===== config.mk =====
export PLATFORM = sky130hd
export DESIGN_NAME = ledr_regs
export DESIGN_NICKNAME = d
export VERILOG_FILES = /design/src/core/ledr_pkg.sv /design/src/core/ledr_regs.sv
export SDC_FILE = /design/constraint.sdc
export NUM_CORES = 1
export LEC_CHECK = 0
export BUFFER_PORTS_ARGS = -buffer_cell sky130_fd_sc_hd__buf_2
export CAP_MARGIN = 10
export CORE_UTILIZATION = 35
export CTS_CLUSTER_SIZE = 10
export DETAILED_ROUTE_END_ITERATION = 8
export GPL_TIMING_DRIVEN = 0
export HOLD_SLACK_MARGIN = 0.12
export PLACE_DENSITY = 0.5
export SETUP_SLACK_MARGIN = 0.4
export SYNTH_ARGS = -nofsm -noshare
export SYNTH_HDL_FRONTEND = slang
export SYNTH_SLANG_ARGS = --single-unit

===== constraint.sdc =====
create_clock -name clock -period 2.5 [get_ports clock]
set_clock_uncertainty 0.15 [all_clocks]
set_input_delay 0.25 -clock clock [delete_from_list [all_inputs] [get_ports clock]]
set_output_delay 0.25 -clock clock [all_outputs]
set_load 0.005 [all_outputs]

===== src/core/ledr_pkg.sv =====
// Behaviour
// - While the credit timer enable bit is set, a credit stall that lasts past the timeout brings the downstream link down; clear, the timer is off.
// - The timeout select bit picks a timeout between 512 and 768 ms when 0 and between 1,024 and 1,280 ms when 1.
// - With the link-down handling bit at 0, every request received while the data link is down is answered with an unsupported-request error.
// - With that bit at 1, only the first request received in the link-down state gets an unsupported-request error and later ones are silently dropped.
// - A read-only 8-bit counter in bits 15:8 counts single-bit soft errors of the link-list, de-allocation and scheduler RAMs.
// - On an egress timeout, read-only bits 19:16 record the class: 0h posted, 1h non-posted, 2h completion.
// - A read-only 8-bit counter in bits 31:24 counts single-bit soft errors seen on packet RAM reads.
// - An 8-bit field in bits 7:0 counts received TLPs with a bad LCRC or a sequence mismatch.
// - An 8-bit field in bits 7:0 of its own register counts received DLLPs with a bad LCRC or a sequence mismatch.
// - Both bad packet counters stop at FFh and never wrap to 00h.
// - A 21-bit field in bits 20:0 gives the payload moved over the link in each 1 ms period.
// - The 8-bit ACK latency limit in bits 7:0 resets to FFh and drives the link layer (FFh x1, D9h x2, 76h x4).
package ledr_pkg;

  // ----------------------------------------------------------------
  // Register map
  // ----------------------------------------------------------------
  localparam int          ADDR_W          = 12;
  localparam logic [11:0] OFF_EGRESS      = 12'h1E4;
  localparam logic [11:0] OFF_BAD_TLP     = 12'h1E8;
  localparam logic [11:0] OFF_BAD_DLLP    = 12'h1EC;
  localparam logic [11:0] OFF_PAYLOAD     = 12'h1F0;
  localparam logic [11:0] OFF_ACK_LAT     = 12'h1F8;
  localparam logic [11:0] OFF_IRQ_STATUS  = 12'h1F4;
  localparam logic [11:0] OFF_IRQ_CLEAR   = 12'h1FC;
  localparam logic [11:0] OFF_IRQ_ENABLE  = 12'h1D4;

  // ----------------------------------------------------------------
  // Field layout and reset values
  // ----------------------------------------------------------------
  localparam int          BIT_TMR_EN      = 0;
  localparam int          BIT_TMO_SEL     = 1;
  localparam int          BIT_DLDN_MODE   = 2;
  localparam int          CNT_W           = 8;
  localparam int          PAY_W           = 21;
  localparam int          LEN_W           = 11;
  localparam int          ACK_W           = 16;
  localparam int          IRQ_W           = 4;
  localparam logic [7:0]  CNT_MAX         = 8'hFF;
  localparam logic [15:0] ACK_RESET       = 16'h00FF;
  localparam logic [3:0]  CLS_POSTED      = 4'h0;
  localparam logic [3:0]  CLS_NONPOSTED   = 4'h1;
  localparam logic [3:0]  CLS_COMPLETION  = 4'h2;

  // Interrupt status bit positions.
  localparam int          IRQ_TIMEOUT     = 0;
  localparam int          IRQ_BAD_TLP     = 1;
  localparam int          IRQ_BAD_DLLP    = 2;
  localparam int          IRQ_SOFT_ERR    = 3;

  // ----------------------------------------------------------------
  // Timing
  // ----------------------------------------------------------------
  localparam int          CLK_PERIOD_NS   = 10;
  localparam int          MS_NS           = 1000000;
  localparam int          MS_CYCLES_DEF   = MS_NS / CLK_PERIOD_NS;
  localparam int          TMO_SHORT_MS    = 512;
  localparam int          TMO_LONG_MS     = 1024;
  // The millisecond tick is free running, so one extra tick keeps the
  // stall at or above the least time and well under the longest.
  localparam logic [10:0] TMO_SHORT_TICKS = 11'(TMO_SHORT_MS + 1);
  localparam logic [10:0] TMO_LONG_TICKS  = 11'(TMO_LONG_MS + 1);

  // ----------------------------------------------------------------
  // Carriers
  // ----------------------------------------------------------------
  typedef struct packed {
    logic [ADDR_W-1:0] addr;
    logic [31:0]       wdata;
    logic              wr;
    logic              rd;
  } ledr_bus_type;

  typedef struct packed {
    logic tlp_bad;
    logic dllp_bad;
    logic llist_soft_err;
    logic pram_soft_err;
  } ledr_err_type;

  typedef struct packed {
    logic [2:0] stalled;
    logic       credit_update;
  } ledr_credit_type;

  typedef struct packed {
    logic             dl_down;
    logic             req_valid;
    logic             payload_valid;
    logic [LEN_W-1:0] payload_len;
  } ledr_traffic_type;

endpackage : ledr_pkg


===== src/core/ledr_regs.sv =====
// Strobed register access was left to the implementer.
`timescale 1ns/10ps
`default_nettype none
module ledr_regs #(
  parameter int MS_CYCLES = ledr_pkg::MS_CYCLES_DEF
) (
  input  wire logic                      clock,
  input  wire logic                      rstn,
  input  wire ledr_pkg::ledr_bus_type    bus,
  output var  logic [31:0]               rdata,
  input  wire ledr_pkg::ledr_err_type    err,
  input  wire ledr_pkg::ledr_credit_type credit,
  input  wire ledr_pkg::ledr_traffic_type traffic,
  output var  logic                      link_down,
  output var  logic                      ur_report,
  output var  logic                      req_discard,
  output var  logic [7:0]                ack_latency,
  output var  logic                      irq
);

  // ----------------------------------------------------------------
  // Register state
  // ----------------------------------------------------------------
  logic                         tmr_en;
  logic                         tmo_sel;
  logic                         dldn_mode;
  logic [ledr_pkg::CNT_W-1:0]   llist_cnt;
  logic [ledr_pkg::CNT_W-1:0]   pram_cnt;
  logic [3:0]                   tmo_class;
  logic [ledr_pkg::CNT_W-1:0]   tlp_cnt;
  logic [ledr_pkg::CNT_W-1:0]   dllp_cnt;
  logic [ledr_pkg::PAY_W-1:0]   payload;
  logic [ledr_pkg::PAY_W-1:0]   pay_acc;
  logic [ledr_pkg::ACK_W-1:0]   ack_reg;
  logic [ledr_pkg::IRQ_W-1:0]   irq_status;
  logic [ledr_pkg::IRQ_W-1:0]   irq_enable;
  logic [31:0]                  ms_cnt;
  logic                         ms_tick;
  logic [10:0]                  wd_cnt;
  logic [10:0]                  wd_limit;
  logic                         wd_expire;
  logic                         ur_sent;
  logic [3:0]                   next_class;
  logic [ledr_pkg::PAY_W:0]     next_acc;
  logic [ledr_pkg::IRQ_W-1:0]   events;

  logic wr_egress;
  logic wr_tlp;
  logic wr_dllp;
  logic wr_pay;
  logic wr_ack;
  logic wr_clr;
  logic wr_ien;

  assign wr_egress = bus.wr && (bus.addr == ledr_pkg::OFF_EGRESS);
  assign wr_tlp    = bus.wr && (bus.addr == ledr_pkg::OFF_BAD_TLP);
  assign wr_dllp   = bus.wr && (bus.addr == ledr_pkg::OFF_BAD_DLLP);
  assign wr_pay    = bus.wr && (bus.addr == ledr_pkg::OFF_PAYLOAD);
  assign wr_ack    = bus.wr && (bus.addr == ledr_pkg::OFF_ACK_LAT);
  assign wr_clr    = bus.wr && (bus.addr == ledr_pkg::OFF_IRQ_CLEAR);
  assign wr_ien    = bus.wr && (bus.addr == ledr_pkg::OFF_IRQ_ENABLE);

  // ----------------------------------------------------------------
  // Control bits
  // ----------------------------------------------------------------
  always_ff @(posedge clock or negedge rstn)
  begin
    if (!rstn)
    begin
      tmr_en    <= 1'b0;
      tmo_sel   <= 1'b0;
      dldn_mode <= 1'b0;
    end
    // only the defined control bits are stored
    else if (wr_egress)
    begin
      tmr_en    <= bus.wdata[ledr_pkg::BIT_TMR_EN];
      tmo_sel   <= bus.wdata[ledr_pkg::BIT_TMO_SEL];
      dldn_mode <= bus.wdata[ledr_pkg::BIT_DLDN_MODE];
    end
  end

  // ----------------------------------------------------------------
  // Millisecond base and credit watchdog
  // ----------------------------------------------------------------
  always_ff @(posedge clock or negedge rstn)
  begin
    if (!rstn)
    begin
      ms_cnt  <= 32'h0;
      ms_tick <= 1'b0;
    end
    else if (ms_cnt == 32'(MS_CYCLES - 1))
    begin
      ms_cnt  <= 32'h0;
      ms_tick <= 1'b1;
    end
    else
    begin
      ms_cnt  <= ms_cnt + 32'h1;
      ms_tick <= 1'b0;
    end
  end

  assign wd_limit  = tmo_sel ? ledr_pkg::TMO_LONG_TICKS : ledr_pkg::TMO_SHORT_TICKS;
  assign wd_expire = tmr_en && (|credit.stalled) && !credit.credit_update
                     && (wd_cnt >= wd_limit);

  always_comb
  begin
    if (credit.stalled[0])
      next_class = ledr_pkg::CLS_POSTED;
    else if (credit.stalled[1])
      next_class = ledr_pkg::CLS_NONPOSTED;
    else
      next_class = ledr_pkg::CLS_COMPLETION;
  end

  always_ff @(posedge clock or negedge rstn)
  begin
    if (!rstn)
    begin
      wd_cnt    <= 11'h0;
      link_down <= 1'b0;
    end
    else if (!tmr_en || credit.credit_update || !(|credit.stalled) || wd_expire)
    begin
      wd_cnt    <= 11'h0;
      link_down <= wd_expire;
    end
    else
    begin
      wd_cnt    <= ms_tick ? wd_cnt + 11'h1 : wd_cnt;
      link_down <= 1'b0;
    end
  end

  always_ff @(posedge clock or negedge rstn)
  begin
    if (!rstn)
      tmo_class <= ledr_pkg::CLS_POSTED;
    else if (wd_expire)
      tmo_class <= next_class;
  end

  // ----------------------------------------------------------------
  // Requests while the data link is down
  // ----------------------------------------------------------------
  always_ff @(posedge clock or negedge rstn)
  begin
    if (!rstn)
    begin
      ur_sent     <= 1'b0;
      ur_report   <= 1'b0;
      req_discard <= 1'b0;
    end
    else if (!traffic.dl_down)
    begin
      ur_sent     <= 1'b0;
      ur_report   <= 1'b0;
      req_discard <= 1'b0;
    end
    else
    begin
      ur_report   <= traffic.req_valid && (!dldn_mode || !ur_sent);
      req_discard <= traffic.req_valid && dldn_mode && ur_sent;
      if (traffic.req_valid)
        ur_sent <= 1'b1;
    end
  end

  // ----------------------------------------------------------------
  // Error counters
  // ----------------------------------------------------------------
  // Software may preset the bad packet counters; a write beats an error
  // arriving in the same cycle.
  always_ff @(posedge clock or negedge rstn)
  begin
    if (!rstn)
    begin
      tlp_cnt  <= 8'h00;
      dllp_cnt <= 8'h00;
    end
    else
    begin
      if (wr_tlp)
        tlp_cnt <= bus.wdata[ledr_pkg::CNT_W-1:0];
      else if (err.tlp_bad && tlp_cnt != ledr_pkg::CNT_MAX)
        tlp_cnt <= tlp_cnt + 8'h01;
      if (wr_dllp)
        dllp_cnt <= bus.wdata[ledr_pkg::CNT_W-1:0];
      else if (err.dllp_bad && dllp_cnt != ledr_pkg::CNT_MAX)
        dllp_cnt <= dllp_cnt + 8'h01;
    end
  end

  // Soft error counters hold at the top so a long burst is not hidden.
  always_ff @(posedge clock or negedge rstn)
  begin
    if (!rstn)
    begin
      llist_cnt <= 8'h00;
      pram_cnt  <= 8'h00;
    end
    else
    begin
      if (err.llist_soft_err && llist_cnt != ledr_pkg::CNT_MAX)
        llist_cnt <= llist_cnt + 8'h01;
      if (err.pram_soft_err && pram_cnt != ledr_pkg::CNT_MAX)
        pram_cnt <= pram_cnt + 8'h01;
    end
  end

  // ----------------------------------------------------------------
  // Payload per millisecond
  // ----------------------------------------------------------------
  assign next_acc = {1'b0, pay_acc}
                    + (ledr_pkg::PAY_W + 1)'(traffic.payload_valid ? traffic.payload_len : '0);

  always_ff @(posedge clock or negedge rstn)
  begin
    if (!rstn)
    begin
      pay_acc <= '0;
      payload <= '0;
    end
    else if (ms_tick)
    begin
      pay_acc <= '0;
      payload <= next_acc[ledr_pkg::PAY_W] ? '1 : next_acc[ledr_pkg::PAY_W-1:0];
    end
    else
    begin
      pay_acc <= next_acc[ledr_pkg::PAY_W] ? '1 : next_acc[ledr_pkg::PAY_W-1:0];
      if (wr_pay)
        payload <= bus.wdata[ledr_pkg::PAY_W-1:0];
    end
  end

  // ----------------------------------------------------------------
  // ACK latency limit
  // ----------------------------------------------------------------
  // limit and test field
  always_ff @(posedge clock or negedge rstn)
  begin
    if (!rstn)
      ack_reg <= ledr_pkg::ACK_RESET;
    else if (wr_ack)
      ack_reg <= bus.wdata[ledr_pkg::ACK_W-1:0];
  end

  always_ff @(posedge clock or negedge rstn)
  begin
    if (!rstn)
      ack_latency <= ledr_pkg::ACK_RESET[7:0];
    else
      ack_latency <= ack_reg[7:0];
  end

  // ----------------------------------------------------------------
  // Interrupts
  // ----------------------------------------------------------------
  assign events[ledr_pkg::IRQ_TIMEOUT]  = wd_expire;
  assign events[ledr_pkg::IRQ_BAD_TLP]  = err.tlp_bad;
  assign events[ledr_pkg::IRQ_BAD_DLLP] = err.dllp_bad;
  assign events[ledr_pkg::IRQ_SOFT_ERR] = err.llist_soft_err | err.pram_soft_err;

  // A clear in the same cycle as a new event keeps the bit set.
  genvar gi;
  generate
    for (gi = 0; gi < ledr_pkg::IRQ_W; gi++)
    begin : g_status
      always_ff @(posedge clock or negedge rstn)
      begin
        if (!rstn)
          irq_status[gi] <= 1'b0;
        else if (events[gi])
          irq_status[gi] <= 1'b1;
        else if (wr_clr && bus.wdata[gi])
          irq_status[gi] <= 1'b0;
      end
    end
  endgenerate

  always_ff @(posedge clock or negedge rstn)
  begin
    if (!rstn)
    begin
      irq_enable <= '0;
      irq        <= 1'b0;
    end
    else
    begin
      if (wr_ien)
        irq_enable <= bus.wdata[ledr_pkg::IRQ_W-1:0];
      irq <= |(irq_status & irq_enable);
    end
  end

  // ----------------------------------------------------------------
  // Read port
  // ----------------------------------------------------------------
  // reserved bits read zero
  always_ff @(posedge clock or negedge rstn)
  begin
    if (!rstn)
      rdata <= 32'h0;
    else if (!bus.rd)
      rdata <= 32'h0;
    else if (bus.addr == ledr_pkg::OFF_EGRESS)
      rdata <= {pram_cnt, 4'h0, tmo_class, llist_cnt, 5'h00, dldn_mode, tmo_sel, tmr_en};
    else if (bus.addr == ledr_pkg::OFF_BAD_TLP)
      rdata <= {24'h0, tlp_cnt};
    else if (bus.addr == ledr_pkg::OFF_BAD_DLLP)
      rdata <= {24'h0, dllp_cnt};
    else if (bus.addr == ledr_pkg::OFF_PAYLOAD)
      rdata <= {11'h0, payload};
    else if (bus.addr == ledr_pkg::OFF_ACK_LAT)
      rdata <= {16'h0, ack_reg};
    else if (bus.addr == ledr_pkg::OFF_IRQ_STATUS)
      rdata <= {28'h0, irq_status};
    else if (bus.addr == ledr_pkg::OFF_IRQ_ENABLE)
      rdata <= {28'h0, irq_enable};
    else
      rdata <= 32'h0;
  end
endmodule : ledr_regs
`default_nettype wire

After elaboration in Yosys (flattened, before gate mapping)
Cells that the tools add are included.
{"block": "totals", "ff_bits": 194, "inputBits": 70, "output_inout_bits": 44, "word_cells": 127}
{"block": "op_classes", "n_addsub": 7, "magnitude_cmp": 1, "n_eq_ne": 14, "muxes": 37, "bitwise_logic": 2, "n_reduce_logical": 40}
{"cell": "21-bit 2-to-1 mux", "n": 7}
{"cell": "12-bit by 9-bit == test with 1-bit output (second input constant)", "n": 8}
{"cell": "32-bit 2-to-1 mux", "n": 3}
{"cell": "11-bit 2-to-1 mux", "n": 4}
{"cell": "32-bit by 1-bit adder with 32-bit output (second input constant)", "n": 1}
{"cell": "8-bit by 1-bit adder with 8-bit output (second input constant)", "n": 4}
{"cell": "32-bit by 17-bit == test with 1-bit output (second input constant)", "n": 1}
{"cell": "8-bit 2-to-1 mux", "n": 4}
{"cell": "8-bit != test (second input constant)", "n": 4}
{"cell": "21-bit by 11-bit adder with 22-bit output", "n": 1}
{"cell": "1-bit logical AND", "n": 21}
{"cell": "16-bit 2-to-1 mux", "n": 1}
{"cell": "2-bit nonzero test", "n": 8}
{"cell": "1-bit 2-to-1 mux", "n": 14}
{"cell": "4-bit 2-to-1 mux", "n": 3}
{"cell": "11-bit by 1-bit adder with 11-bit output (second input constant)", "n": 1}
{"cell": "11-bit greater-or-equal comparator", "n": 1}
{"cell": "1-bit logical NOT", "n": 5}
{"cell": "4-bit AND", "n": 1}
{"cell": "1-bit logical OR", "n": 4}
{"cell": "4-bit OR reduction", "n": 1}
{"cell": "3-bit OR reduction", "n": 1}
{"cell": "2-bit 2-to-1 mux", "n": 1}
{"cell": "2-bit != test (second input constant)", "n": 1}
{"cell": "1-bit OR", "n": 1}

Logic depth before layout (Yosys ltp)
{"block": "logic_depth", "depth_word": 9, "ltp_mapped": 11, "depth_no_buf": 10}

Worst setup path before layout
No wires, ideal clock.
{"block": "synth_timing", "kind": "input to register", "start": "input port traffic[11] (netlist bit)", "end": "register payload[10] (netlist bit)", "setup_ns": 0.139, "arrival_ns": 2.143, "required_ns": 2.211, "setup_slack_ns": 0.068, "cell_stages": 10, "n_path_buf": 2, "path_cell_list": "clkbuf_1 and2_1 ha_1 clkbuf_1 a21oi_1 o21a_1 nor2b_1 a21boi_2 nor2_1 a22oi_1"}
{"block": "synth_via", "elab_chain_cells": 4}
{"item": "from (decl)", "line_no": "ledr_regs.sv:13", "text": "input wire ledr_pkg::ledr_traffic_type traffic,"}
{"item": "11-bit 2-to-1 mux", "line_no": "ledr_regs.sv:218", "text": "+ (ledr_pkg::PAY_W + 1)'(traffic.payload_valid ? traffic.payload_len : '0);"}
{"item": "21-bit by 11-bit adder with 22-bit output", "line_no": "ledr_regs.sv:218"}
{"item": "21-bit 2-to-1 mux", "line_no": "ledr_regs.sv:230", "text": "payload <= next_acc[ledr_pkg::PAY_W] ? '1 : next_acc[ledr_pkg::PAY_W-1:0];"}
{"item": "21-bit 2-to-1 mux", "line_no": "ledr_regs.sv:227", "text": "else if (ms_tick)"}
{"item": "to (signal assigned)", "line_no": "ledr_regs.sv:230"}
{"item": "to (signal assigned)", "line_no": "ledr_regs.sv:236", "text": "payload <= bus.wdata[ledr_pkg::PAY_W-1:0];"}
{"item": "to (decl)", "line_no": "ledr_regs.sv:32", "text": "logic [ledr_pkg::PAY_W-1:0] payload;"}
No other way between the ends.
A chain may end at the register's enable or synchronous reset.

Final worst setup path
{"block": "layout_timing", "start": "register pay_acc[0] (netlist bit)", "end": "register payload[18] (netlist bit)"}
{"block": "layout_via", "elab_chain_cells": 3}
{"item": "from (decl)", "line_no": "ledr_regs.sv:33", "text": "logic [ledr_pkg::PAY_W-1:0] pay_acc;"}
{"item": "from (signal assigned)", "line_no": "ledr_regs.sv:234", "text": "pay_acc <= next_acc[ledr_pkg::PAY_W] ? '1 : next_acc[ledr_pkg::PAY_W-1:0];"}
{"item": "21-bit by 11-bit adder with 22-bit output", "line_no": "ledr_regs.sv:218"}
{"item": "21-bit 2-to-1 mux", "line_no": "ledr_regs.sv:230"}
{"item": "21-bit 2-to-1 mux", "line_no": "ledr_regs.sv:227"}
No other way between the ends.

==> impl_metrics.csv <==
group,metric,value,unit
run_status,status,"complete, no violations",
logic_synthesis,synth_top_cell_by_area,"dfrtp_1",
setup_path,critPathMaxFanout,3,
logic_synthesis,post_synth.cell_area_avg,10.7,um2
clocking,clockBufferDepth,2,
logic_synthesis,ys.flop_type,"dfrtp_1",
pwr,p_clk_share,31.1,%
timing,period_minus_slack,2.32,ns
timing,tns,0,ns
routing,ant_nets,0,
layout,fillCellCount,2477,
hold_path,hp-class,"input port to flip-flop",
logic_synthesis,synth_commonest_cells,"dfrtp_1 (173), nor2_1 (100), nand2_1 (69), a21oi_1 (56), xnor2_1 (45)",
layout,drive_gt1_share,30.7,%
clocking,htreeDepth,4,
floorplan,core_region_area,26100,um2
setup_path,worstPathCellList,"ha_4 -> inv_2 -> fa_2 -> nor2b_2 -> o211ai_1 -> a21o_1 -> a211oi_2 -> xnor2_1 -> a31oi_1",
floorplan,initial_core_util,35.7,%
floorplan,ios,114,
layout,top_regs,"ms_cnt x32, rdata x29",
setup_path,crit_start,"pay_acc[0]",
place,port_buffers,97,
timing,hold_slack,0.184,ns
timing,slew_viol_final,0,
grt,grt_overflow,0,
place,post-dp-hpwl,17200,um
pwr,p_sw,2890,uW
logic_synthesis,yosysMostFrequentCell,"dfrtp_1",
logic_synthesis,synth_top_area_share,46.5,%
pwr,powerDensity,766,nW/um2
logic_synthesis,synth_area_leaders,"dfrtp_1 (46%), mux2_2 (4.6%), dfstp_2 (4.5%)",
routing,wl_per_cell,17.3,um
grt,grt_max_degree,105,
logic_synthesis,synth-async-reset-ratio,100,%
setup_path,critPathBufInv,1,
timing,tightest_slew,0.712,ns
routing,first_iter_violations,402,
setup_path,crit_required,2.63,ns
grt,antenna_found_initial,0,
pwr,swShare,31.4,%
setup_path,cp_slowest_cell,"dfrtp_1",
grt,gr-usage-all-layers,18.4,%
floorplan,row_count,59,
routing,routed_wl,24300,um
floorplan,die_y,165,um
setup_path,worst_r2r_startpoint,"pay_acc[0]",
logic_synthesis,ys_ff_latch,189,
layout,seqCellArea,4750,um2
clocking,clock_sinks,189,
pwr,seqPwrFrac,41.8,%
clocking,path_clk_slew,0.07,ns
timing,slew-limit-headroom,52.4,%
setup_path,path_delay_family,"compound AO/OA/AOI/OAI gates",
job,drv_cap,0,
hold_path,min-delay-start,"traffic[0]",
floorplan,fp.dieW,165,um
routing,drc,0,
timing,fmax,431,MHz
pwr,combPwrFrac,27.0,%
layout,final_nets,1147,
timing,rsz0062_at_grt,"true",
layout,largest_register_ff_count,32,
setup_path,max_stage_delay,0.36,ns
layout,multi_input_area,4810,um2
clocking,cts_tree,"done",
timing,finalSetupViolations,0,
clocking,cts_buffers,17,
floorplan,die_area,27300,um2
pwr,p_leak,0.00549,uW
logic_synthesis,synth_cells,871,
routing,drt_pass1_iterations,5,
pwr,peakVddDrop,0.413,mV
setup_path,critPathLaunchType,"flip-flop",
layout,regMostFlops,"ms_cnt",
layout,syn_to_final_growth,29.0,%
clocking,cts_root_buf,"clkbuf_16",
routing,vias,7093,
place,gp_congestion,0.870,
layout,antennaDiodeCount,0,
grt,grt_pass1_vias,7079,
pwr,power.internal,6310,uW
logic_synthesis,synth_warnings,0,
logic_synthesis,synth-edff-count,0,
logic_synthesis,ys_seq_area_share,51.0,%
clocking,clock_latency,0.43,ns
setup_path,cp-end-kind,"flip-flop",
logic_synthesis,synth_area,9310,um2
setup_path,crit_arrival,2.46,ns
timing,hold_viol_final,0,
setup_path,criticalPathCategory,"flip-flop to flip-flop",
grt,grt_pass1_wl,38400,um
routing,viasPerCell,5.06,
timing,period_share,92.8,%
logic_synthesis,yosys.cell_types.count,62,
[routing by layer]
metal | routed length (um) | track usage, %
met1 | 11900 | 26.1
met2 | 11200 | 29.3
met3 | 941 | 2.52
met4 | 259 | 4.84
met5 | 0 | 0
[cells in the final DEF, fill, tap and decap left out, drive strengths merged, types with 21 or more instances in the layout]
cell type	instances
a21oi	56
xnor2	45
dlygate4sd3	34
nand4	24
and3	21
nor2	101
nand2	71
nand3	30
buf	148
clkbuf	35
mux2	48
dfrtp	173
xor2	37
[worst min-delay path, delay by kind of cell]
kind                     cells  cell delay [ns]
AND/OR/NAND/NOR              3             0.26
buffers and inverters        1             0.07
adder cells (fa/ha/maj)      1             0.14
[metrics by stage]
step           util (%)  total power, uW  std cells  worst slack [ns]  cell area (um2)
5_1_grt            46.1             9670       1401             0.107            12000
3_5_place_dp       39.8             5660       1306            -0.218            10400
3_3_place_gp       39.6             5620       1305             -2.34            10300
4_1_cts            44.9             8990       1387             0.170            11700
6_report           46.1             9200       1401             0.179            12000
2_1_floorplan         -             5090        873             0.265             9420
[layout make-up]
type / instances / area share [%]
Buffer: 34 / 1.78
Multi-Input combinational cell: 633 / 40.0
Tap cell: 335 / 3.49
Clock buffer: 19 / 3.60
Sequential cell: 189 / 39.6
Inverter: 17 / 0.531
Clock inverter: 10 / 1.40
Timing Repair Buffer: 164 / 9.60
[what timing repair did]
action | 4_1_cts | 5_1_grt
gates cloned | 0 | 1
hold buffers | 34 | 0
setup buffers | 18 | 13
gates resized for setup | 55 | 48
pin swaps | 32 | 28
endpoints found under the setup margin | 73 | 87
hold endpoints to repair | 157 | 0
[power groups by stage]
stage / Clock, uW / Sequential [uW] / Combinational [uW]
6_report: 2860 / 3850 / 2490
3_5_place_dp: 0 / 3860 / 1800
3_3_place_gp: 0 / 3860 / 1760
4_1_cts: 2930 / 3830 / 2240
5_1_grt: 3040 / 3890 / 2740
2_1_floorplan: 0 / 3750 / 1340
[kinds of logic after synthesis]
kind of cell | share of synthesized area (%)
other | 0.0403
AND/OR/NAND/NOR | 18.2
XOR/XNOR | 7.71
AO/OA/AOI/OAI | 9.96
buffers and inverters | 2.55
adder cells (fa/ha/maj) | 2.90
multiplexers | 7.61
flip-flops | 51.0
[worst paths after layout]
path	endpoint	slack (ns)	cells past startpoint
max	payload[18]	0.18	9
min	pay_acc[0]	0.18	5
max reg2reg	payload[18]	0.18	9
min reg2reg	ack_latency[1]	0.23	0
max in group asynchronous	ms_cnt[9]	0.97	3
min in group asynchronous	dllp_cnt[4]	0.26	2
Note: power is estimated with default switching activity, not from simulation.
